==> config.mk <==
export PLATFORM = sky130hd
export DESIGN_NAME = iolc_top
export DESIGN_NICKNAME = d
export VERILOG_FILES = /design/src/include/iolc_pkg.sv /design/src/core/iolc_change.sv /design/src/core/iolc_glitch.sv /design/src/core/iolc_top.sv
export SDC_FILE = /design/constraint.sdc
export NUM_CORES = 1
export LEC_CHECK = 0
export BUFFER_PORTS_ARGS = -buffer_cell sky130_fd_sc_hd__buf_4
export CAP_MARGIN = 5
export CORE_UTILIZATION = 50
export DETAILED_ROUTE_END_ITERATION = 10
export MAX_ROUTING_LAYER = met4
export PLACE_DENSITY_LB_ADDON = 0.15
export RECOVER_POWER = 100
export REMOVE_ABC_BUFFERS = 1
export SYNTH_ARGS = -nofsm -noshare
export SYNTH_HDL_FRONTEND = slang
export SYNTH_SLANG_ARGS = --single-unit
export TNS_END_PERCENT = 100
==> constraint.sdc <==
create_clock -name aclk -period 6.1 [get_ports aclk]
set_input_delay 0.915 -clock aclk [delete_from_list [all_inputs] [get_ports aclk]]
set_output_delay 0.915 -clock aclk [all_outputs]
set_load 0.01 [all_outputs]
==> src/include/iolc_pkg.sv <==
// package of offsets, reset values and widths for the i/o line controller
// ****************************************************************
// Notes on behaviour
// - output enable writes act regardless of ownership
// - data set/clear writes act regardless of ownership
// - direct latch write touches masked bits only
// - mask set/clear writes ones set/clear mask
// - direct write mask resets to zero
// - open drain lines only ever pull low
// - open drain set/clear works for any owner
// - open drain status resets to zero
// - pin level status shows sampled pin levels
// - pin level holds while clock gated
// - filter rejects half cycle, passes full cycle
// - filter latency one cycle after rising sample
// - filter status bit alone enables filter
// - peripherals see unfiltered pin level
// - irq set/clear writes update irq mask
// - change found by two successive clocked samples
// - change detection on every line always
// - change sets status; masked status raises irq
// - all line interrupts ored into one
// - status read clears all pending bits
// - unimplemented lines ignore writes, read zero
// - change status resets to zero
// ****************************************************************
package iolc_pkg;
  localparam int unsigned LINES = 32;
  localparam logic [31:0] LINE_MASK = 32'hffff_ffff;
  localparam logic [31:0] RST_ZERO = 32'h0000_0000;
  localparam logic [31:0] RST_OWNED = 32'hffff_ffff;
  localparam logic [7:0] OFS_OUT_EN_SET = 8'h10;
  localparam logic [7:0] OFS_OUT_EN_CLR = 8'h14;
  localparam logic [7:0] OFS_OUT_EN_STS = 8'h18;
  localparam logic [7:0] OFS_FLT_SET = 8'h20;
  localparam logic [7:0] OFS_FLT_CLR = 8'h24;
  localparam logic [7:0] OFS_FLT_STS = 8'h28;
  localparam logic [7:0] OFS_DATA_SET = 8'h30;
  localparam logic [7:0] OFS_DATA_CLR = 8'h34;
  localparam logic [7:0] OFS_DATA_LATCH = 8'h38;
  localparam logic [7:0] OFS_PIN_LEVEL = 8'h3c;
  localparam logic [7:0] OFS_IRQ_SET = 8'h40;
  localparam logic [7:0] OFS_IRQ_CLR = 8'h44;
  localparam logic [7:0] OFS_IRQ_MASK = 8'h48;
  localparam logic [7:0] OFS_IRQ_STS = 8'h4c;
  localparam logic [7:0] OFS_OD_SET = 8'h50;
  localparam logic [7:0] OFS_OD_CLR = 8'h54;
  localparam logic [7:0] OFS_OD_STS = 8'h58;
  localparam logic [7:0] OFS_DW_SET = 8'ha0;
  localparam logic [7:0] OFS_DW_CLR = 8'ha4;
  localparam logic [7:0] OFS_DW_STS = 8'ha8;
  localparam logic [1:0] RESP_OKAY = 2'h0;
  localparam logic [1:0] RESP_SLVERR = 2'h2;
endpackage
==> src/core/iolc_change.sv <==
// sampled pin level and change detector
`timescale 1ns/100ps
`default_nettype none
module iolc_change (
  input wire logic aclk, // master clock
  input wire logic aresetn, // sync reset, active low
  input wire logic [31:0] level_in, // filtered level
  output logic [31:0] level_q, // current sample
  output logic [31:0] changed // one-cycle change pulses
);
  // ****************************************************************
  // two successive samples
  // ****************************************************************
  typedef struct packed {
    logic [31:0] cur;
    logic [31:0] prev;
    logic primed;
  } iolc_ch_t;
  iolc_ch_t st;
  iolc_ch_t next_st;
  // no clock, no samples: level simply holds
  always_comb begin
    next_st = st;
    next_st.cur = level_in;
    // first sample after reset loads both, so the reset value of cur
    // can never look like an edge on a line that idles high
    next_st.prev = st.primed ? st.cur : level_in;
    next_st.primed = 1'b1;
  end
  always_ff @(posedge aclk) begin
    if (!aresetn) begin
      st <= '0;
    end else begin
      st <= next_st;
    end
  end
  assign level_q = st.cur;
  // primed blocks a false change from the reset value
  assign changed = st.primed ? (st.cur ^ st.prev) : 32'h0000_0000;
endmodule
`default_nettype wire

==> src/core/iolc_glitch.sv <==
// per-line half-cycle glitch filter sampled on both clock edges
`timescale 1ns/100ps
`default_nettype none
module iolc_glitch (
  input wire logic aclk, // master clock
  input wire logic aresetn, // sync reset, active low
  input wire logic [31:0] pin_in, // raw pin levels
  input wire logic [31:0] filt_en, // per-line filter enable
  output logic [31:0] level_out // filtered or raw level
);
  // ****************************************************************
  // dual-edge sampling
  // ****************************************************************
  typedef struct packed {
    logic [31:0] flt;
  } iolc_gf_t;
  iolc_gf_t st;
  iolc_gf_t next_st;
  logic [31:0] fall_q;
  // falling-edge sample; only this one register uses the low phase
  always_ff @(negedge aclk) begin
    fall_q <= pin_in;
  end
  // a level accepted only if both half-cycle samples agree
  always_comb begin
    next_st = st;
    for (int i = 0; i < iolc_pkg::LINES; i++) begin
      if (pin_in[i] == fall_q[i]) begin
        next_st.flt[i] = pin_in[i];
      end
    end
  end
  always_ff @(posedge aclk) begin
    if (!aresetn) begin
      st <= '0;
    end else begin
      st <= next_st;
    end
  end
  // bypass chosen by the filter status bit only
  assign level_out = (filt_en & st.flt) | (~filt_en & pin_in);
endmodule
`default_nettype wire

==> src/core/iolc_top.sv <==
// i/o line controller top: axi4-lite registers, output drive, change irq
`timescale 1ns/100ps
`default_nettype none
module iolc_top (
  input wire logic aclk, // master clock
  input wire logic aresetn, // sync reset, active low
  input wire logic [7:0] s_axi_awaddr, // write address
  input wire logic s_axi_awvalid, // write address valid
  output logic s_axi_awready, // write address ready
  input wire logic [31:0] s_axi_wdata, // write data
  input wire logic [3:0] s_axi_wstrb, // write strobes
  input wire logic s_axi_wvalid, // write data valid
  output logic s_axi_wready, // write data ready
  output logic [1:0] s_axi_bresp, // write response
  output logic s_axi_bvalid, // write response valid
  input wire logic s_axi_bready, // write response ready
  input wire logic [7:0] s_axi_araddr, // read address
  input wire logic s_axi_arvalid, // read address valid
  output logic s_axi_arready, // read address ready
  output logic [31:0] s_axi_rdata, // read data
  output logic [1:0] s_axi_rresp, // read response
  output logic s_axi_rvalid, // read data valid
  input wire logic s_axi_rready, // read data ready
  input wire logic [31:0] pin_in, // pin levels
  output logic [31:0] pin_out, // pin drive value
  output logic [31:0] pin_oe, // pin drive enable
  input wire logic [31:0] line_owned, // 1 = controller owns line
  input wire logic [31:0] periph_out, // peripheral drive value
  input wire logic [31:0] periph_oe, // peripheral drive enable
  output logic [31:0] periph_in, // pin level to peripherals
  output logic irq // ored change interrupt
);
  // ****************************************************************
  // state
  // ****************************************************************
  typedef struct packed {
    logic aw_got;
    logic [7:0] aw_addr;
    logic w_got;
    logic [31:0] w_data;
    logic [3:0] w_strb;
    logic awready;
    logic wready;
    logic bvalid;
    logic [1:0] bresp;
    logic arready;
    logic rvalid;
    logic [31:0] rdata;
    logic [1:0] rresp;
    logic [31:0] out_en;
    logic [31:0] latch;
    logic [31:0] dw_mask;
    logic [31:0] od;
    logic [31:0] flt_en;
    logic [31:0] irq_mask;
    logic [31:0] irq_sts;
    logic [31:0] pin_out;
    logic [31:0] pin_oe;
    logic [31:0] periph_in;
    logic irq;
  } iolc_st_t;
  iolc_st_t st;
  iolc_st_t next_st;
  logic [31:0] filt_level;
  logic [31:0] level_q;
  logic [31:0] changed;

  // expands byte strobes to a bit mask, limited to real lines
  function automatic logic [31:0] strb_bits(input logic [3:0] s);
    logic [31:0] m;
    m = 32'h0000_0000;
    for (int b = 0; b < 4; b++) begin
      m[b*8 +: 8] = {8{s[b]}};
    end
    return m & iolc_pkg::LINE_MASK;
  endfunction

  // set/clear helper: zero bits leave the target alone
  function automatic logic [31:0] set_bits(input logic [31:0] cur, input logic [31:0] ones);
    return cur | ones;
  endfunction
  function automatic logic [31:0] clr_bits(input logic [31:0] cur, input logic [31:0] ones);
    return cur & ~ones;
  endfunction

  // ****************************************************************
  // input path
  // ****************************************************************
  iolc_glitch u_glitch (
    .aclk(aclk),
    .aresetn(aresetn),
    .pin_in(pin_in),
    .filt_en(st.flt_en),
    .level_out(filt_level)
  );
  iolc_change u_change (
    .aclk(aclk),
    .aresetn(aresetn),
    .level_in(filt_level),
    .level_q(level_q),
    .changed(changed)
  );

  // ****************************************************************
  // next state
  // ****************************************************************
  always_comb begin
    logic [31:0] wm;
    logic [31:0] wv;
    logic [31:0] drv;
    logic [31:0] en;
    logic do_write;
    logic rd_clr;
    logic ok;
    wm = 32'h0000_0000;
    wv = 32'h0000_0000;
    drv = 32'h0000_0000;
    en = 32'h0000_0000;
    do_write = 1'b0;
    rd_clr = 1'b0;
    ok = 1'b0;
    next_st = st;
    // write address and data captured in either order
    next_st.awready = 1'b0;
    next_st.wready = 1'b0;
    if (!st.aw_got && !st.bvalid) begin
      next_st.awready = !(s_axi_awvalid && st.awready);
    end
    if (!st.w_got && !st.bvalid) begin
      next_st.wready = !(s_axi_wvalid && st.wready);
    end
    if (s_axi_awvalid && st.awready) begin
      next_st.aw_got = 1'b1;
      next_st.aw_addr = s_axi_awaddr;
      next_st.awready = 1'b0;
    end
    if (s_axi_wvalid && st.wready) begin
      next_st.w_got = 1'b1;
      next_st.w_data = s_axi_wdata;
      next_st.w_strb = s_axi_wstrb;
      next_st.wready = 1'b0;
    end
    do_write = st.aw_got && st.w_got && !st.bvalid;
    if (do_write) begin
      wm = strb_bits(st.w_strb);
      wv = st.w_data & wm;
      ok = 1'b1;
      unique case (st.aw_addr & 8'hfc)
        iolc_pkg::OFS_OUT_EN_SET: next_st.out_en = set_bits(st.out_en, wv);
        iolc_pkg::OFS_OUT_EN_CLR: next_st.out_en = clr_bits(st.out_en, wv);
        iolc_pkg::OFS_FLT_SET: next_st.flt_en = set_bits(st.flt_en, wv);
        iolc_pkg::OFS_FLT_CLR: next_st.flt_en = clr_bits(st.flt_en, wv);
        iolc_pkg::OFS_DATA_SET: next_st.latch = set_bits(st.latch, wv);
        iolc_pkg::OFS_DATA_CLR: next_st.latch = clr_bits(st.latch, wv);
        iolc_pkg::OFS_DATA_LATCH: begin
          // only bits set in dw_mask take the new value
          en = st.dw_mask & wm;
          next_st.latch = (st.latch & ~en) | (st.w_data & en);
        end
        iolc_pkg::OFS_IRQ_SET: next_st.irq_mask = set_bits(st.irq_mask, wv);
        iolc_pkg::OFS_IRQ_CLR: next_st.irq_mask = clr_bits(st.irq_mask, wv);
        iolc_pkg::OFS_OD_SET: next_st.od = set_bits(st.od, wv);
        iolc_pkg::OFS_OD_CLR: next_st.od = clr_bits(st.od, wv);
        iolc_pkg::OFS_DW_SET: next_st.dw_mask = set_bits(st.dw_mask, wv);
        iolc_pkg::OFS_DW_CLR: next_st.dw_mask = clr_bits(st.dw_mask, wv);
        iolc_pkg::OFS_OUT_EN_STS, iolc_pkg::OFS_FLT_STS, iolc_pkg::OFS_PIN_LEVEL,
        iolc_pkg::OFS_IRQ_MASK, iolc_pkg::OFS_IRQ_STS, iolc_pkg::OFS_OD_STS,
        iolc_pkg::OFS_DW_STS: ok = 1'b1;
        default: ok = 1'b0;
      endcase
      next_st.aw_got = 1'b0;
      next_st.w_got = 1'b0;
      next_st.bvalid = 1'b1;
      next_st.bresp = ok ? iolc_pkg::RESP_OKAY : iolc_pkg::RESP_SLVERR;
    end
    if (st.bvalid && s_axi_bready) begin
      next_st.bvalid = 1'b0;
    end
    // read: arready pulses, data one cycle after the address is taken
    next_st.arready = !st.rvalid && !(s_axi_arvalid && st.arready) && !st.arready;
    if (s_axi_arvalid && st.arready) begin
      next_st.arready = 1'b0;
      next_st.rvalid = 1'b1;
      next_st.rresp = iolc_pkg::RESP_OKAY;
      unique case (s_axi_araddr & 8'hfc)
        iolc_pkg::OFS_OUT_EN_STS: next_st.rdata = st.out_en;
        iolc_pkg::OFS_FLT_STS: next_st.rdata = st.flt_en;
        iolc_pkg::OFS_DATA_LATCH: next_st.rdata = st.latch;
        iolc_pkg::OFS_PIN_LEVEL: next_st.rdata = level_q;
        iolc_pkg::OFS_IRQ_MASK: next_st.rdata = st.irq_mask;
        iolc_pkg::OFS_IRQ_STS: begin
          // include a change arriving this cycle so it is not lost
          next_st.rdata = st.irq_sts | changed;
          rd_clr = 1'b1;
        end
        iolc_pkg::OFS_OD_STS: next_st.rdata = st.od;
        iolc_pkg::OFS_DW_STS: next_st.rdata = st.dw_mask;
        iolc_pkg::OFS_OUT_EN_SET, iolc_pkg::OFS_OUT_EN_CLR, iolc_pkg::OFS_FLT_SET,
        iolc_pkg::OFS_FLT_CLR, iolc_pkg::OFS_DATA_SET, iolc_pkg::OFS_DATA_CLR,
        iolc_pkg::OFS_IRQ_SET, iolc_pkg::OFS_IRQ_CLR, iolc_pkg::OFS_OD_SET,
        iolc_pkg::OFS_OD_CLR, iolc_pkg::OFS_DW_SET,
        iolc_pkg::OFS_DW_CLR: next_st.rdata = 32'h0000_0000;
        default: begin
          next_st.rdata = 32'h0000_0000;
          next_st.rresp = iolc_pkg::RESP_SLVERR;
        end
      endcase
      next_st.rdata = next_st.rdata & iolc_pkg::LINE_MASK;
    end
    if (st.rvalid && s_axi_rready) begin
      next_st.rvalid = 1'b0;
    end
    // change status: read clears all, but a new change wins
    if (rd_clr) begin
      next_st.irq_sts = changed & iolc_pkg::LINE_MASK;
    end else begin
      next_st.irq_sts = (st.irq_sts | changed) & iolc_pkg::LINE_MASK;
    end
    // one ored line for all masked pending changes
    next_st.irq = |(next_st.irq_sts & next_st.irq_mask);
    // ****************************************************************
    // output drive; open drain lines drive only a low
    // ****************************************************************
    drv = (line_owned & next_st.latch) | (~line_owned & periph_out);
    en = (line_owned & next_st.out_en) | (~line_owned & periph_oe);
    next_st.pin_out = drv & ~next_st.od;
    next_st.pin_oe = en & ~(next_st.od & drv);
    // peripherals always see the raw pin
    next_st.periph_in = pin_in;
  end

  // ****************************************************************
  // register
  // ****************************************************************
  always_ff @(posedge aclk) begin
    if (!aresetn) begin
      st <= '0;
      st.dw_mask <= iolc_pkg::RST_ZERO;
      st.od <= iolc_pkg::RST_ZERO;
      st.irq_sts <= iolc_pkg::RST_ZERO;
    end else begin
      st <= next_st;
    end
  end

  assign s_axi_awready = st.awready;
  assign s_axi_wready = st.wready;
  assign s_axi_bvalid = st.bvalid;
  assign s_axi_bresp = st.bresp;
  assign s_axi_arready = st.arready;
  assign s_axi_rvalid = st.rvalid;
  assign s_axi_rdata = st.rdata;
  assign s_axi_rresp = st.rresp;
  assign pin_out = st.pin_out;
  assign pin_oe = st.pin_oe;
  assign periph_in = st.periph_in;
  assign irq = st.irq;
endmodule
`default_nettype wire

---- Yosys cells after proc, flatten, opt, wreduce, memory -nomap -nowiden ----
Cells that the tools add are included.
operators by class
  add/sub/neg operators ................... 0
  multiply operators ...................... 0
  divide/modulo/power cells ............... 0
  magnitude comparators ................... 0
  eq/ne operators ......................... 72
  shift operators ......................... 0
  muxes and demuxes ....................... 18
  bitwise operators ....................... 41
  reductions and logical operators ........ 32
operators with widths
  cell                                            count
  bitwise AND 32 bit                              20
  OR 32 bit                                       11
  one-hot mux 32 bit (2 select lines)             5
  one-hot mux 32 bit (8 select lines)             1
  two-way mux 192 bit                             1
  inverter 32 bit                                 6
  two-way mux 32 bit                              3
  one-hot mux 32 bit (3 select lines)             1
  == test 6 x 4 -> 1 bit (second input constant)  14
  == test 6 x 5 -> 1 bit (second input constant)  14
  OR reduction 20 bit                             2
  == test 6 x 3 -> 1 bit (second input constant)  6
  == test 6 bit (second input constant)           6
  == test 1 bit                                   32
  OR reduction 32 bit                             1
  XOR 32 bit                                      1
  logical AND 1 bit                               11
  logical NOT 1 bit                               8
  OR reduction 2 bit                              4
  OR reduction 3 bit                              2
  two-way mux 1 bit                               5
  two-way mux 2 bit                               2
  AND reduction 2 bit                             2
  nonzero test 2 bit                              2
  inverter 1 bit                                  3
storage, ports and cells
  flip-flop bits (word level) ............. 537
  bits in latches ......................... 0
  memory bits (writable) .................. 0
  memory bits (read-only) ................. 0
  input port bits ......................... 187
  output and inout port bits .............. 138
  logic and storage cells ................. 223
  memories kept ........................... 0

---- Logic depth before layout (Yosys ltp) ----
Gate-level depths: netlist (run 1).
  depth after elaboration ................. 11
  mapped depth ............................ 9
  mapped depth without buffers ............ 6

---- Hierarchy ----
Synthesis (run 1) repeated with hierarchy kept, for this count alone.
second synthesis, totals
  cells, all modules ...................... 2820
  area total of the unflattened synthesis .. 24499.7 um^2
by module, submodules not included
  module       instances  cells each  area an instance (um^2)  seq. area each (um^2)
  iolc_top     1          2353        19331.0                  8087.8
  iolc_change  1          271         2856.5                   1301.2
  iolc_glitch  1          196         2312.2                   1281.2

==> reports/summary.txt, run 1 <==
Skew-Pair Late Insertion Delay - 650 ps
Fmax - 210 MHz
Routability congestion estimate - 0.831
Synth cell count leaders - 533 x dfxtp_1, 287 x o21ai_0, 271 x a21oi_1
CTS tree - built
Crit-path max FO - 44
Multi-input gate area - 11200 um2
Root Buffer - clkbuf_16
Post-cts resize count - 0
Hold Buf Count CTS - 0
1st-pass router iterations - 8
Seq/Total Area, Yosys - 44.3%
I/O pins - 325
Post-DP HPWL - 45.2 mm
Final non-filler cell area - 26800 um2
Status - finished, violations left
Final setup viols - 0
Vias per inst - 5.92
Worst Tran Pin Value - 3020 ps
Slowest stage cell on the critical path - nor2_1
Post-route DRC - 1
Flip-flop and latch area - 10700 um2
Overflow after GRT - 0
Synth Cell Area - 24100 um2
Sequential cell fraction of total power - 47.8%
Top cell type's share of synthesized area - 44.3%
Drt initial violations - 1909
Worst hold path class - flip-flop to flip-flop
Count leader, synth - dfxtp_1
Die Span X - 221 um
Synthesized area per cell - 8.63 um2
MaxCap Viol Count - 8
Overall routing resource usage - 30.7%
Synth async-reset ratio - 0%
Max clock buf depth - 3
Clock Pin Slew Worst Setup and Hold Paths - 70 ps
H-tree Lvls - 2
Total setup buffers inserted after CTS - 0
First-pass GRT wire length - 115 mm
CTS Buf Count - 55
Share of layout cells above drive strength 1 - 10.6%
CP required - 6610 ps
Clk pwr share - 44.7%
Net Switching - 0.00193 W
Slew Viols, Final - 461
FF+latch count, synth - 533
Biggest area consumer among synthesized cells - dfxtp_1
Initial antenna violation count - 0
Via count - 21000
Logic gate share of total power - 7.5%
Hold slack - 469 ps
Largest net degree at the start of global routing - 151
Pwr Density - 290 nW/um2
EDFF count, synth - 0
Critical path, cell by cell - nor2_1 -> buf_4 -> nand3b_1 -> clkbuf_2 -> o31a_1 -> a221oi_1
Total Nets Final - 3073
Area Overhead vs Synth - 11.2%
Min cycle time layout - 4760 ps
Antenna Cells - 0
Num rows - 80
Critical path class - flip-flop to flip-flop
Failing checks - design-rule violations, max-capacitance violations, max-slew violations
Wire length per cell - 21.0 um
Initial core utilization - 50.5%
Worst setup EP type - flip-flop
Sw Ratio - 24.9%
Synth area leaders - dfxtp_1 44%, o21ai_0 6.0%, a21oi_1 5.6%, mux2i_1 5.4%, buf_4 4.2%
Antenna Nets Post-Route - 0
Final period utilization - 78.0%
Setup_tns - 0 ps
Cell variety after synth - 57
Critical path arrival - 5270 ps
Core area - 47600 um2
Worst setup SP type - flip-flop
Routed wire length - 74.6 mm
Final std cells w/o fill - 3547
# placed instances - 3413
Relative slew slack - -101%
Final setup skew - 32.7 ps
Static Leak - 10.2 nW
Peak supply drop - 203 uV
Sink count of the clock tree - 533
Placed instance area - 25700 um2
Vias in the first global route - 19900
Dominant synthesized flop cell - dfxtp_1
CP peak stage delay - 1080 ps
Syn Inst Count - 2791
Fill cell count - 4547
Final Hold Vio Count - 0
Pint - 0.00582 W
Buffers added on ports - 318
RSZ-0062 raised after global routing - false
Die Span Y - 221 um
YS warnings - 0
DIE AREA - 49000 um2
stage by stage:
stage	setup WS (ps)	util [%]	power, W
floorplan	283	-	0.00408
global placement	1890	53.9	0.00442
detailed placement	1890	53.9	0.00444
CTS	2290	57.9	0.00786
global route	1140	56.2	0.00804
finish	1340	56.2	0.00775
worst paths after layout:
kind,from,endpoint,slack [ps],cells past startpoint
worst max-delay path,st[402],pin_oe[30],1340,6
worst min-delay path,s_axi_rvalid,s_axi_arready,470,1
worst max register to register,st[402],pin_oe[30],1340,6
worst min register to register,s_axi_rvalid,s_axi_arready,470,1
final cells by class:
type	count	area share [%]
clock inverters	66	1.59
clock buffers	69	5.60
well taps	615	2.87
repair buffers	341	7.16
inverters	67	0.953
flip-flops and latches	533	39.9
multi-input cells	1856	41.9
cells in the final DEF, fill, tap and decap left out, types with 32 or more instances in the layout:
| cell | netlist | layout |
|---|---|---|
| and2_1 | 163 | 77 |
| a31oi_1 | 62 | 62 |
| o31a_1 | 60 | 60 |
| inv_1 | 68 | 101 |
| a21oi_1 | 271 | 271 |
| o22ai_1 | 32 | 32 |
| and2_0 | 0 | 84 |
| nor2_1 | 167 | 167 |
| nand2_1 | 216 | 215 |
| nand3_1 | 45 | 42 |
| nor2b_1 | 35 | 34 |
| mux2i_1 | 129 | 129 |
| buf_4 | 136 | 167 |
| o31ai_1 | 34 | 34 |
| clkbuf_16 | 0 | 55 |
| o21ai_0 | 287 | 287 |
| nand4_1 | 34 | 34 |
| nor3b_1 | 36 | 36 |
| dfxtp_1 | 533 | 532 |
| clkbuf_1 | 163 | 178 |
| or3_1 | 65 | 64 |
cell families after synthesis:
| family | after synthesis | synth area share, % |
|---|---|---|
| AOI/OAI and AO/OA | 866 | 22.1 |
| xor gates and xnor gates | 32 | 1.16 |
| buffers and inverters | 403 | 8.53 |
| DFF | 533 | 44.3 |
| muxes | 160 | 6.81 |
| other | 1 | 0.0156 |
| and+or+nand+nor | 796 | 17.0 |
power groups by stage:
stage	registers (W)	clock network (W)	logic, W
2_1_floorplan	0.00379	0.0000331	0.000254
3_3_place_gp	0.00377	0.0000331	0.000615
3_5_place_dp	0.00378	0.0000331	0.000628
4_1_cts	0.00371	0.00352	0.000631
5_1_grt	0.00372	0.00369	0.000631
6_report	0.00371	0.00347	0.000580
layer usage:
layer	global-route usage (%)	up-vias	share of wire [%]
met5	-	-	0
li1	-	9905	-
met2	50.2	835	48
met3	4.65	175	6.8
met4	10.8	0	3.2
met1	38.5	10100	42
critical path, delay by kind of cell, from the launching register on:
| kind | cells | cell delay (ps) |
|---|---|---|
| and+or+nand+nor | 2 | 1880 |
| buffers and inverters | 2 | 1470 |
| AOI/OAI and AO/OA | 2 | 850 |
| DFF | 1 | 370 |
(Power assumes the default switching activity.)
==> inputs of run 2 (changes only) <==
- clock period: 6.1 -> 4.1 ns (I/O delays scaled with it)
==> run 2 against run 1 <==
  * Highest routed layer unchanged
  * Worst hold slack got worse by 270 ps
  * Sequential share of layout area fell by 0.61 points
  * The run still ends with design-rule violations, max-capacitance violations, max-slew violations left
  * Setup slack got worse by 870 ps
  * Count of clock-buffer cells in the layout rose by 5
  * Global-route usage rose by 0.12 points
  * Clock power rose by 58%
  * Largest cell class unchanged
==> reports/summary.txt, run 2 (synthesized netlist as in run 1, its figures left out) <==
Status - finished, violations left
Failing checks - design-rule violations, max-capacitance violations, max-slew violations
Final setup viols - 0 (unchanged)
MaxCap Viol Count - 1 (-7)
Slew Viols, Final - 43 (-91%)
Final std cells w/o fill - 3565 (+0.51%)
Via count - 21000 (-0.052%)
Most frequent cells in the layout - 531 x dfxtp_1, 287 x o21ai_0, 271 x a21oi_1, 214 x nand2_1
Worst Tran Pin Value - 2220 ps (-794 ps)
Antenna Nets Post-Route - 0 (unchanged)
# placed instances - 3431 (+0.53%)
Share of layout cells above drive strength 1 - 11.3% (+0.71 points)
Commonest non-fill, non-tap cell in the layout - dfxtp_1
Routability congestion estimate - 0.867 (+4.3%)
Post-cts resize count - 0 (unchanged)
Relative slew slack - -48.2% (+53 points)
Vias per inst - 5.89 (-0.56%)
Initial core utilization - 50.5% (unchanged)
Die Span Y - 221 um (unchanged)
CTS tree - built
H-tree Lvls - 2 (unchanged)
Final setup skew - 40.5 ps (+7.80 ps)
Total setup buffers inserted after CTS - 0 (unchanged)
Critical path arrival - 4130 ps (-1140 ps)
CP peak stage delay - 930 ps (-150 ps)
Skew-Pair Late Insertion Delay - 640 ps (about the same)
Buffers added on ports - 318 (unchanged)
Max clock buf depth - 3 (unchanged)
First-pass GRT wire length - 115 mm (+0.16%)
Critical path, cell by cell - and4bb_4 -> nand2_4 -> clkbuf_2 -> o22ai_1 -> o31a_1 -> mux2_1 -> nor3b_1
Die Span X - 221 um (unchanged)
Vias in the first global route - 20100 (+1.1%)
Hold slack - 201 ps (-269 ps)
Post-route DRC - 1 (unchanged)
Largest net degree at the start of global routing - 156 (+3.3%)
Post-DP HPWL - 46.9 mm (+3.6%)
Power, Total - 0.0119 W (+53%)
Static Leak - 10.5 nW (+2.5%)
Num rows - 80 (unchanged)
Fmax - 276 MHz (+31%)
CTS Buf Count - 55 (unchanged)
Final period utilization - 88.5% (+10 points)
Root Buffer - clkbuf_16
Initial antenna violation count - 0 (unchanged)
Core area - 47600 um2 (unchanged)
Area Overhead vs Synth - 13.0%
Wire length per cell - 21.0 um (-0.14%)
CP required - 4610 ps (-2000 ps)
Overall routing resource usage - 30.8% (+0.12 points)
Antenna Cells - 0 (unchanged)
Worst setup EP type - flip-flop
Routed wire length - 74.9 mm (+0.36%)
Worst hold path class - input port to flip-flop
DIE AREA - 49000 um2 (unchanged)
Worst setup SP type - flip-flop
Crit-path max FO - 41 (-6.8%)
Sink count of the clock tree - 533 (unchanged)
Drt initial violations - 1728 (-9.5%)
RSZ-0062 raised after global routing - false
Pwr Density - 436 nW/um2 (+51%)
Overflow after GRT - 0 (unchanged)
Critical path class - flip-flop to flip-flop
Peak supply drop - 353 uV (+74%)
Hold Buf Count CTS - 0 (unchanged)
Min cycle time layout - 3630 ps (-1130 ps)
Slowest stage cell on the critical path - and4bb_4
Clock Pin Slew Worst Setup and Hold Paths - 60 ps (about the same)
1st-pass router iterations - 9 (+1)
Total Nets Final - 3091 (+0.59%)
Final Hold Vio Count - 0 (unchanged)
I/O pins - 325 (unchanged)
[run 2: cell types whose count changed in the layout (fill, tap and decap cells not counted), sizes merged]
cell,previous run,this run
clkbuf,242,249
buf,168,184
bufinv,6,7
clkinv,16,9
clkinvlp,7,8
[run 2: per-stage QoR]
step	setup TNS, ps	area [um2]	setup WS, ps	utilization (%)
6_report	0	27200	473	57.1
4_1_cts	0	28000	795	58.7
5_1_grt	0	27200	335	57.1
3_5_place_dp	0	25900	814	54.3
3_3_place_gp	0	25900	826	54.3
2_1_floorplan	-293490	22300	-1720	-
[run 2: worst paths after layout]
path,start,to,slack [ps],cells past startpoint
worst min-delay path,line_owned[6],pin_oe[6],200,2
worst min register to register,s_axi_rvalid,s_axi_arready,470,1
worst max register to register,st[405],pin_out[20],470,7
worst max-delay path,st[405],pin_out[20],470,7
[run 2: worst max-delay path, delay by kind of cell (launching register included)]
| kind | cells | cell delay (ps) |
|---|---|---|
| simple gates | 3 | 1550 |
| buf+inv | 1 | 730 |
| compound gates | 2 | 670 |
| flops | 1 | 370 |
| mux | 1 | 200 |
[run 2: layer usage]
layer / vias to the layer above / wire length (um) / track usage (%)
li1: 9933 / - / -
met1: 9992 / 31200 / 38.6
met2: 872 / 35200 / 49.6
met3: 203 / 5460 / 4.42
met4: 0 / 3080 / 13.2
met5: - / 0 / -
[run 2: layout make-up]
class	instances	area, um2
well taps	615	769
clock inverters	61	438
fillers	4446	20400
repair buffers	359	2090
multi-input cells	1856	11300
flip-flops and latches	533	10700
clock buffers	74	1640
inverters	67	259
[run 2: report_power, final]
group	leakage (nW)	internal [W]	switching, W
Combinational	5.00	0.000324	0.000551
Clock	1.12	0.00325	0.00223
Sequential	4.37	0.00538	0.000133
